--- config.mk ---
export PLATFORM = sky130hd
export DESIGN_NAME = msi_modem_status
export DESIGN_NICKNAME = d
export VERILOG_FILES = /design/src/design/msi_pkg.sv /design/src/design/msi_modem_status.sv
export VERILOG_INCLUDE_DIRS = /design/src /design/src/design
export SDC_FILE = /design/constraint.sdc
export NUM_CORES = 1
export LEC_CHECK = 0
export ABC_AREA = 1
export BUFFER_PORTS_ARGS = -buffer_cell sky130_fd_sc_hd__buf_2
export CAP_MARGIN = 5
export CORE_ASPECT_RATIO = 1.5
export CORE_UTILIZATION = 45
export CTS_BUF_LIST = sky130_fd_sc_hd__clkbuf_4 sky130_fd_sc_hd__clkbuf_8 sky130_fd_sc_hd__clkbuf_16
export DETAILED_ROUTE_END_ITERATION = 12
export GPL_ROUTABILITY_DRIVEN = 0
export PLACE_DENSITY = 0.66
export SYNTH_ARGS = -nofsm -noshare
export SYNTH_HDL_FRONTEND = slang
export SYNTH_SLANG_ARGS = --single-unit
--- constraint.sdc ---
create_clock -name CORE_CLK -period 1 [get_ports CORE_CLK]
set_clock_uncertainty 0.1 [all_clocks]
set_input_delay 0.05 -clock CORE_CLK [delete_from_list [all_inputs] [get_ports CORE_CLK]]
set_output_delay 0.05 -clock CORE_CLK [all_outputs]
set_load 0.02 [all_outputs]
--- src/design/msi_cfg.svh ---
// Purpose: Constants of the modem status input block
// Assumes: 8-bit register port, 4-bit register address
// Notes:   Definitions only; included by bare name
`ifndef MSI_CFG_SVH
`define MSI_CFG_SVH

// Register port widths
`define MSI_AW 4
`define MSI_DW 8

// Register addresses
`define MSI_ADDR_STAT_A 4'h0
`define MSI_ADDR_STAT_B 4'h1
`define MSI_ADDR_IST    4'h2
`define MSI_ADDR_ICLR   4'h3
`define MSI_ADDR_IEN    4'h4

// Modem status register field positions
`define MSI_BIT_CTS_CHG 0
`define MSI_BIT_DSR_CHG 1
`define MSI_BIT_DCD_CHG 3
`define MSI_BIT_CTS     4
`define MSI_BIT_DSR     5
`define MSI_BIT_DCD     7

// Channels and events
`define MSI_NCH    2
`define MSI_EV_PER 3
`define MSI_EVW    6
`define MSI_EV_CTS 0
`define MSI_EV_DSR 1
`define MSI_EV_DCD 2

// Reset values: modem pins idle high (inactive)
`define MSI_RST_PIN  2'h3
`define MSI_RST_CH   2'h0
`define MSI_RST_EV   6'h00
`define MSI_RST_BYTE 8'h00

`endif

--- src/design/msi_pkg.sv ---
// Purpose: Types of the modem status input block
// Assumes: Constants come from msi_cfg.svh
// Notes:   Types only
`include "msi_cfg.svh"

package msi_pkg;
  typedef logic [`MSI_DW-1:0]  msi_byte_type;
  typedef logic [`MSI_EVW-1:0] msi_ev_type;
  typedef logic [`MSI_NCH-1:0] msi_ch_type;
  typedef logic [`MSI_AW-1:0]  msi_addr_type;
endpackage

--- src/design/msi_modem_status.sv ---
// Purpose: Modem status inputs of two serial channels
// Assumes: Modem pins asynchronous, active low
// Notes:   Read data valid one cycle after the read strobe
`include "msi_cfg.svh"
`timescale 1ns/1ns
`default_nettype none

////////////////////////////////////////////////////////////////////
// How it works
// - Status bit 4 shows inverted clear-to-send
// - Bit 0 flags clear-to-send change since read
// - Clear-to-send never stalls or gates transmission
// - Clear-to-send change interrupts when enabled
// - Status bit 7 shows inverted carrier-detect
// - Bit 3 flags carrier-detect change since read
// - Carrier-detect change interrupts when enabled
// - Each channel keeps its own status state
// - Status bit 5 shows inverted data-set-ready
// - Bit 1 flags data-set-ready change, interrupts
module msi_modem_status (
  input  wire logic                   CORE_CLK,
  input  wire logic                   RST_N,
  input  wire logic [`MSI_NCH-1:0]    CTS_N,
  input  wire logic [`MSI_NCH-1:0]    DSR_N,
  input  wire logic [`MSI_NCH-1:0]    DCD_N,
  input  wire logic [`MSI_AW-1:0]     ADDR,
  input  wire logic [`MSI_DW-1:0]     WDATA,
  input  wire logic                   WR,
  input  wire logic                   RD,
  output var  logic [`MSI_DW-1:0]     RDATA,
  output var  logic                   IRQ
);

  ////////////////////////////////////////////////////////////////////
  // Declarations

  msi_pkg::msi_ch_type   cts_s1_r;
  msi_pkg::msi_ch_type   cts_s2_r;
  msi_pkg::msi_ch_type   cts_prev_r;
  msi_pkg::msi_ch_type   dsr_s1_r;
  msi_pkg::msi_ch_type   dsr_s2_r;
  msi_pkg::msi_ch_type   dsr_prev_r;
  msi_pkg::msi_ch_type   dcd_s1_r;
  msi_pkg::msi_ch_type   dcd_s2_r;
  msi_pkg::msi_ch_type   dcd_prev_r;
  msi_pkg::msi_ch_type   cts_chg;
  msi_pkg::msi_ch_type   dsr_chg;
  msi_pkg::msi_ch_type   dcd_chg;
  msi_pkg::msi_ch_type   clear_to_send_changed_r;
  msi_pkg::msi_ch_type   data_set_ready_changed_r;
  msi_pkg::msi_ch_type   carrier_detect_changed_r;
  msi_pkg::msi_ch_type   stat_rd;
  msi_pkg::msi_ev_type   ev;
  msi_pkg::msi_ev_type   ist_r;
  msi_pkg::msi_ev_type   ist_nxt;
  msi_pkg::msi_ev_type   ien_r;
  msi_pkg::msi_ev_type   clr;
  msi_pkg::msi_byte_type rdata_r;
  logic                  irq_r;

  ////////////////////////////////////////////////////////////////////
  // Helpers

  // Address match, used by every strobe decode
  function automatic logic hit(input msi_pkg::msi_addr_type a,
                               input msi_pkg::msi_addr_type t);
    hit = (a == t);
  endfunction

  // Assemble a modem status register byte; bits 2 and 6 read zero
  function automatic msi_pkg::msi_byte_type stat_byte(
      input logic cts, input logic dsr, input logic dcd,
      input logic cc, input logic dc, input logic kc);
    msi_pkg::msi_byte_type b;
    b = `MSI_RST_BYTE;
    b[`MSI_BIT_CTS]     = ~cts;
    b[`MSI_BIT_DSR]     = ~dsr;
    b[`MSI_BIT_DCD]     = ~dcd;
    b[`MSI_BIT_CTS_CHG] = cc;
    b[`MSI_BIT_DSR_CHG] = dc;
    b[`MSI_BIT_DCD_CHG] = kc;
    stat_byte = b;
  endfunction

  ////////////////////////////////////////////////////////////////////
  // Pin synchronisers, one set per channel

  // Two flops per pin; reset to the idle high level so no false change
  always_ff @(posedge CORE_CLK or negedge RST_N) begin
    if (!RST_N) begin
      cts_s1_r <= `MSI_RST_PIN;
      cts_s2_r <= `MSI_RST_PIN;
      dsr_s1_r <= `MSI_RST_PIN;
      dsr_s2_r <= `MSI_RST_PIN;
      dcd_s1_r <= `MSI_RST_PIN;
      dcd_s2_r <= `MSI_RST_PIN;
    end else begin
      cts_s1_r <= CTS_N;
      cts_s2_r <= cts_s1_r;
      dsr_s1_r <= DSR_N;
      dsr_s2_r <= dsr_s1_r;
      dcd_s1_r <= DCD_N;
      dcd_s2_r <= dcd_s1_r;
    end
  end

  // Previous settled level, for change detection off the second flop
  always_ff @(posedge CORE_CLK or negedge RST_N) begin
    if (!RST_N) begin
      cts_prev_r <= `MSI_RST_PIN;
      dsr_prev_r <= `MSI_RST_PIN;
      dcd_prev_r <= `MSI_RST_PIN;
    end else begin
      cts_prev_r <= cts_s2_r;
      dsr_prev_r <= dsr_s2_r;
      dcd_prev_r <= dcd_s2_r;
    end
  end

  // Either edge counts as a change
  assign cts_chg = cts_s2_r ^ cts_prev_r;
  assign dsr_chg = dsr_s2_r ^ dsr_prev_r;
  assign dcd_chg = dcd_s2_r ^ dcd_prev_r;

  ////////////////////////////////////////////////////////////////////
  // Change flags in the modem status registers

  // Reads of each channel's status register, decoded per channel
  always_comb begin
    stat_rd    = `MSI_RST_CH;
    stat_rd[0] = RD && hit(ADDR, `MSI_ADDR_STAT_A);
    stat_rd[1] = RD && hit(ADDR, `MSI_ADDR_STAT_B);
  end

  // Read clears the flags, but a change in that same cycle wins
  always_ff @(posedge CORE_CLK or negedge RST_N) begin
    if (!RST_N) begin
      clear_to_send_changed_r  <= `MSI_RST_CH;
      data_set_ready_changed_r <= `MSI_RST_CH;
      carrier_detect_changed_r <= `MSI_RST_CH;
    end else begin
      for (int ch = 0; ch < `MSI_NCH; ch++) begin
        clear_to_send_changed_r[ch]  <=
          (clear_to_send_changed_r[ch] & ~stat_rd[ch]) | cts_chg[ch];
        data_set_ready_changed_r[ch] <=
          (data_set_ready_changed_r[ch] & ~stat_rd[ch]) | dsr_chg[ch];
        carrier_detect_changed_r[ch] <=
          (carrier_detect_changed_r[ch] & ~stat_rd[ch]) | dcd_chg[ch];
      end
    end
  end

  ////////////////////////////////////////////////////////////////////
  // Interrupt status, clear and enable

  // Event vector: three events per channel, channel a in the low bits
  always_comb begin
    ev = `MSI_RST_EV;
    for (int ch = 0; ch < `MSI_NCH; ch++) begin
      ev[ch*`MSI_EV_PER + `MSI_EV_CTS] = cts_chg[ch];
      ev[ch*`MSI_EV_PER + `MSI_EV_DSR] = dsr_chg[ch];
      ev[ch*`MSI_EV_PER + `MSI_EV_DCD] = dcd_chg[ch];
    end
  end

  // Write-one-to-clear; an event in the clearing cycle stays set
  always_comb begin
    clr     = (WR && hit(ADDR, `MSI_ADDR_ICLR)) ? WDATA[`MSI_EVW-1:0] : `MSI_RST_EV;
    ist_nxt = (ist_r & ~clr) | ev;
  end

  always_ff @(posedge CORE_CLK or negedge RST_N) begin
    if (!RST_N) begin
      ist_r <= `MSI_RST_EV;
    end else begin
      ist_r <= ist_nxt;
    end
  end

  // Enable mask, one bit per event so each channel is gated alone
  always_ff @(posedge CORE_CLK or negedge RST_N) begin
    if (!RST_N) begin
      ien_r <= `MSI_RST_EV;
    end else if (WR && hit(ADDR, `MSI_ADDR_IEN)) begin
      ien_r <= WDATA[`MSI_EVW-1:0];
    end
  end

  // Level interrupt, registered so the pin is glitch free
  always_ff @(posedge CORE_CLK or negedge RST_N) begin
    if (!RST_N) begin
      irq_r <= 1'b0;
    end else begin
      irq_r <= |(ist_r & ien_r);
    end
  end

  ////////////////////////////////////////////////////////////////////
  // Read data

  // Data stand only in the cycle after the strobe, zero otherwise.
  // Clear-to-send reaches only this path and the interrupt, never a transmit gate.
  always_ff @(posedge CORE_CLK or negedge RST_N) begin
    if (!RST_N) begin
      rdata_r <= `MSI_RST_BYTE;
    end else if (RD) begin
      case (ADDR)
        `MSI_ADDR_STAT_A: begin
          rdata_r <= stat_byte(cts_s2_r[0], dsr_s2_r[0], dcd_s2_r[0],
                               clear_to_send_changed_r[0],
                               data_set_ready_changed_r[0],
                               carrier_detect_changed_r[0]);
        end
        `MSI_ADDR_STAT_B: begin
          rdata_r <= stat_byte(cts_s2_r[1], dsr_s2_r[1], dcd_s2_r[1],
                               clear_to_send_changed_r[1],
                               data_set_ready_changed_r[1],
                               carrier_detect_changed_r[1]);
        end
        `MSI_ADDR_IST: begin
          rdata_r <= {2'h0, ist_r};
        end
        `MSI_ADDR_IEN: begin
          rdata_r <= {2'h0, ien_r};
        end
        default: begin
          rdata_r <= `MSI_RST_BYTE;  // Clear register and holes read zero
        end
      endcase
    end else begin
      rdata_r <= `MSI_RST_BYTE;
    end
  end

  assign RDATA = rdata_r;
  assign IRQ   = irq_r;
endmodule

`default_nettype wire

==> run_results.csv <==
group,metric,value,unit
yosys,ys_seq_area_frac,0.6271,
yosys,synthAdderAreaFrac,0,
place,pre_cts_ws,-0.08360,ns
outcome,violations,"setup timing",
critical_path,reg2reg_slack,-0.08,ns
yosys,synthTopCellsByCount,"47 x nand2_1, 28 x nand3_1, 26 x dfrtp_1",
yosys,synth_seq_cells,44,
route,first_pass_iters,4,
cells_and_area,antenna_cells,0,
floorplan,io_pins,31,
yosys,synth-compound-area-share,0.04330,
floorplan,dieHeight,79.28,um
clock_network,cts_tree,"done",
timing,drv_slew,0,
clock_network,clockBufferDepth,2,
grt,grt_pass1_vias,1412,
yosys,synth_edf_count,0,
clock_network,clk_latency,0.29,ns
yosys,synth_most_common_cell,"nand2_1",
clock_network,clock-root-buffer,"clkbuf_8",
yosys,ys.flop_type,"dfrtp_1",
cells_and_area,final_util,0.6393,
run,max_cap_viol_count,0,
grt,antenna_found_initial,0,
clock_network,clkTransAtPathRegs,0.08,ns
clock_network,numCtsBuffers,5,
cells_and_area,fillerInstances,302,
timing,setup_viol_count_final,10,
floorplan,core_area,0.003750,sq mm
yosys,synthMuxAreaShare,0,
yosys,synth_cells,178,
clock_network,numClockSinks,44,
route,first_iter_violations,43,
route,vias,1418,
critical_path,cp.arrival,1.14,ns
cells_and_area,nets,258,
power_and_ir_drop,ir_worst_vdd,1.127,mV
timing,fin_ws,-0.07609,ns
yosys,synth_xor_area_frac,0.02933,
clock_network,h-tree-depth,2,
place,port_buffers,27,
critical_path,rr_endpoint,"RDATA[5]",
floorplan,initial_utilization,0.4778,
cells_and_area,drive_above_1_share,0.4051,
timing,fmax,929.3,MHz
critical_path,worstPathMaxFanout,2,
yosys,ys_warn_count,0,
critical_path,reg2reg_depth,5,
yosys,synth_area_leader_cell,"dfrtp_1",
cells_and_area,area_growth_syn_to_layout,33.80,%
place,dp_hpwl,2685,um
grt,grt_overflow,0,
yosys,yosys.area_share.simple,0.2598,
grt,grtUsageTotal,0.2004,
timing,period_minus_slack,1.076,ns
timing,layout_worst_path_cycle_share,1.076,
timing,timing.final.hold_violations,0,
critical_path,startpoint,"dsr_s2_r[1]",
route,routedWlPerCell,13.85,um
critical_path,crit_end,"RDATA[5]",
route,viasPerCell,5.064,
yosys,yosys.area.top_type_share,0.3631,
grt,grt_max_degree,45,
power_and_ir_drop,power_per_cell_area,1529,mW/mm^2
yosys,synth_top_family_by_area,"simple AND/OR/NAND/NOR gates",
yosys,async_flop_share,1.000,
critical_path,startpoint_type,"register",
grt,grt_pass1_wl,6113,um
yosys,syn_nets,200,
critical_path,path_class,"reg2reg",
yosys,yosys.cell_types.count,22,
timing,rsz0062_at_grt,"yes",
yosys,syn_area_per_cell,10.07,sq um
critical_path,crit_path_end_kind,"register",
floorplan,die-width,53.52,um
floorplan,row_count,27,
floorplan,die_area,0.004243,sq mm
yosys,synth.cell_area,0.001792,sq mm
route,routed_wl,3878,um
route,drc,0,
critical_path,worst_ep_required_time,1.07,ns
yosys,yosys-top-cells-area,"dfrtp_1 36%, dfstp_2 26%, nand2_1 9.8%",
critical_path,reg2reg_from,"dsr_s2_r[1]",
hold_path,hold_class,"in2reg",
power_and_ir_drop,leakage,0.001124,uW
outcome,outcome,"complete, but fails checks",
route,ant_nets,0,
worst min path at each step:
stage	from	to	depth (start not counted)
floorplan	RST_N	IRQ	0
global placement	RST_N	ien_r[1]	2
detailed placement	RST_N	ien_r[1]	2
CTS	RD	RDATA[7]	2
global route	ADDR[3]	RDATA[2]	4
finish	WR	ien_r[3]	4
metal layers:
layer  track usage  part of all wire  wire (um)
met1        0.2033              0.37       1416
met2        0.3525              0.56       2158
met3       0.05172             0.037        145
met4        0.1132             0.040        157
met5             0                 0          0
stage by stage:
stage / total power (uW) / hold WS [ns] / area, sq um / instances / setup TNS [ns]
4_1_cts: 3632 / -0.1273 / 2295 / 276 / -0.2222
2_1_floorplan: 2243 / -0.3456 / 1792 / 178 / -0.01588
3_3_place_gp: 2434 / -0.06137 / 2041 / 254 / -0.3593
3_5_place_dp: 2451 / -0.05584 / 2041 / 254 / -0.7259
6_report: 3665 / 0.04434 / 2397 / 280 / -0.3833
5_1_grt: 3823 / 0.04962 / 2397 / 280 / -0.9759
power by group:
group	internal [uW]	switching (uW)	total, uW
Combinational	233	290	524
Sequential	1930	91.5	2020
Clock	524	601	1120
Total	2680	983	3670
sequential cells by signal, summed over array words and instances (netlist names):
register / cells
dcd_prev_r: 2
clear_to_send_changed_r: 2
dsr_prev_r: 2
IRQ: 1
dsr_s1_r: 2
dcd_s2_r: 2
data_set_ready_changed_r: 2
cts_s2_r: 2
cts_s1_r: 2
RDATA: 7
dsr_s2_r: 2
cts_prev_r: 2
ien_r: 6
ist_r: 6
dcd_s1_r: 2
carrier_detect_changed_r: 2
cells in the final DEF (no fill, tap or decap), types with 2 or more instances in the layout:
| cell type | count |
|---|---|
| nor2_1 | 11 |
| inv_2 | 5 |
| buf_12 | 2 |
| nor2_4 | 6 |
| dlygate4sd3_1 | 14 |
| xnor2_1 | 2 |
| inv_1 | 4 |
| dfstp_2 | 18 |
| xnor2_2 | 3 |
| nand2_2 | 5 |
| nor2_2 | 2 |
| buf_4 | 13 |
| o21ai_1 | 3 |
| nand3_1 | 24 |
| nand3_2 | 4 |
| buf_2 | 26 |
| dfrtp_1 | 26 |
| clkbuf_8 | 5 |
| nand2_1 | 44 |
| o21ai_0 | 9 |
cell type report:
cell class	count	area (sq um)	share of cell area
well taps	43	53.80	0.02244
clock inverters	2	16.27	0.006785
multi-input cells	120	674.4	0.2813
inverters	9	33.78	0.01409
repair buffers	56	419.2	0.1748
clock buffers	6	76.32	0.03184
flip-flops and latches	44	1124	0.4687
cells by family (layout without fill, tap and decap cells):
group,after synthesis,count (layout)
buffers and inverters,14,73
XOR/XNOR,6,6
other,1,1
AO/OA/AOI/OAI,15,15
flip-flops,44,44
AND/OR/NAND/NOR,98,98
worst max-delay path: stages, from the launching register on:
cell and delay [ns]:
dfstp_2 0.57, inv_2 0.04, nand3_2 0.06, nand2_1 0.05, nor2_1 0.08, nor2_1 0.05
timing repair:
item	CTS	global route
hold endpoints to repair	63	1
setup buffers	1	3
endpoints found under the setup margin	9	16
resized for setup	7	12
pin swaps	3	13
hold buffers	13	1
Note: power is estimated with default switching activity, not from simulation.
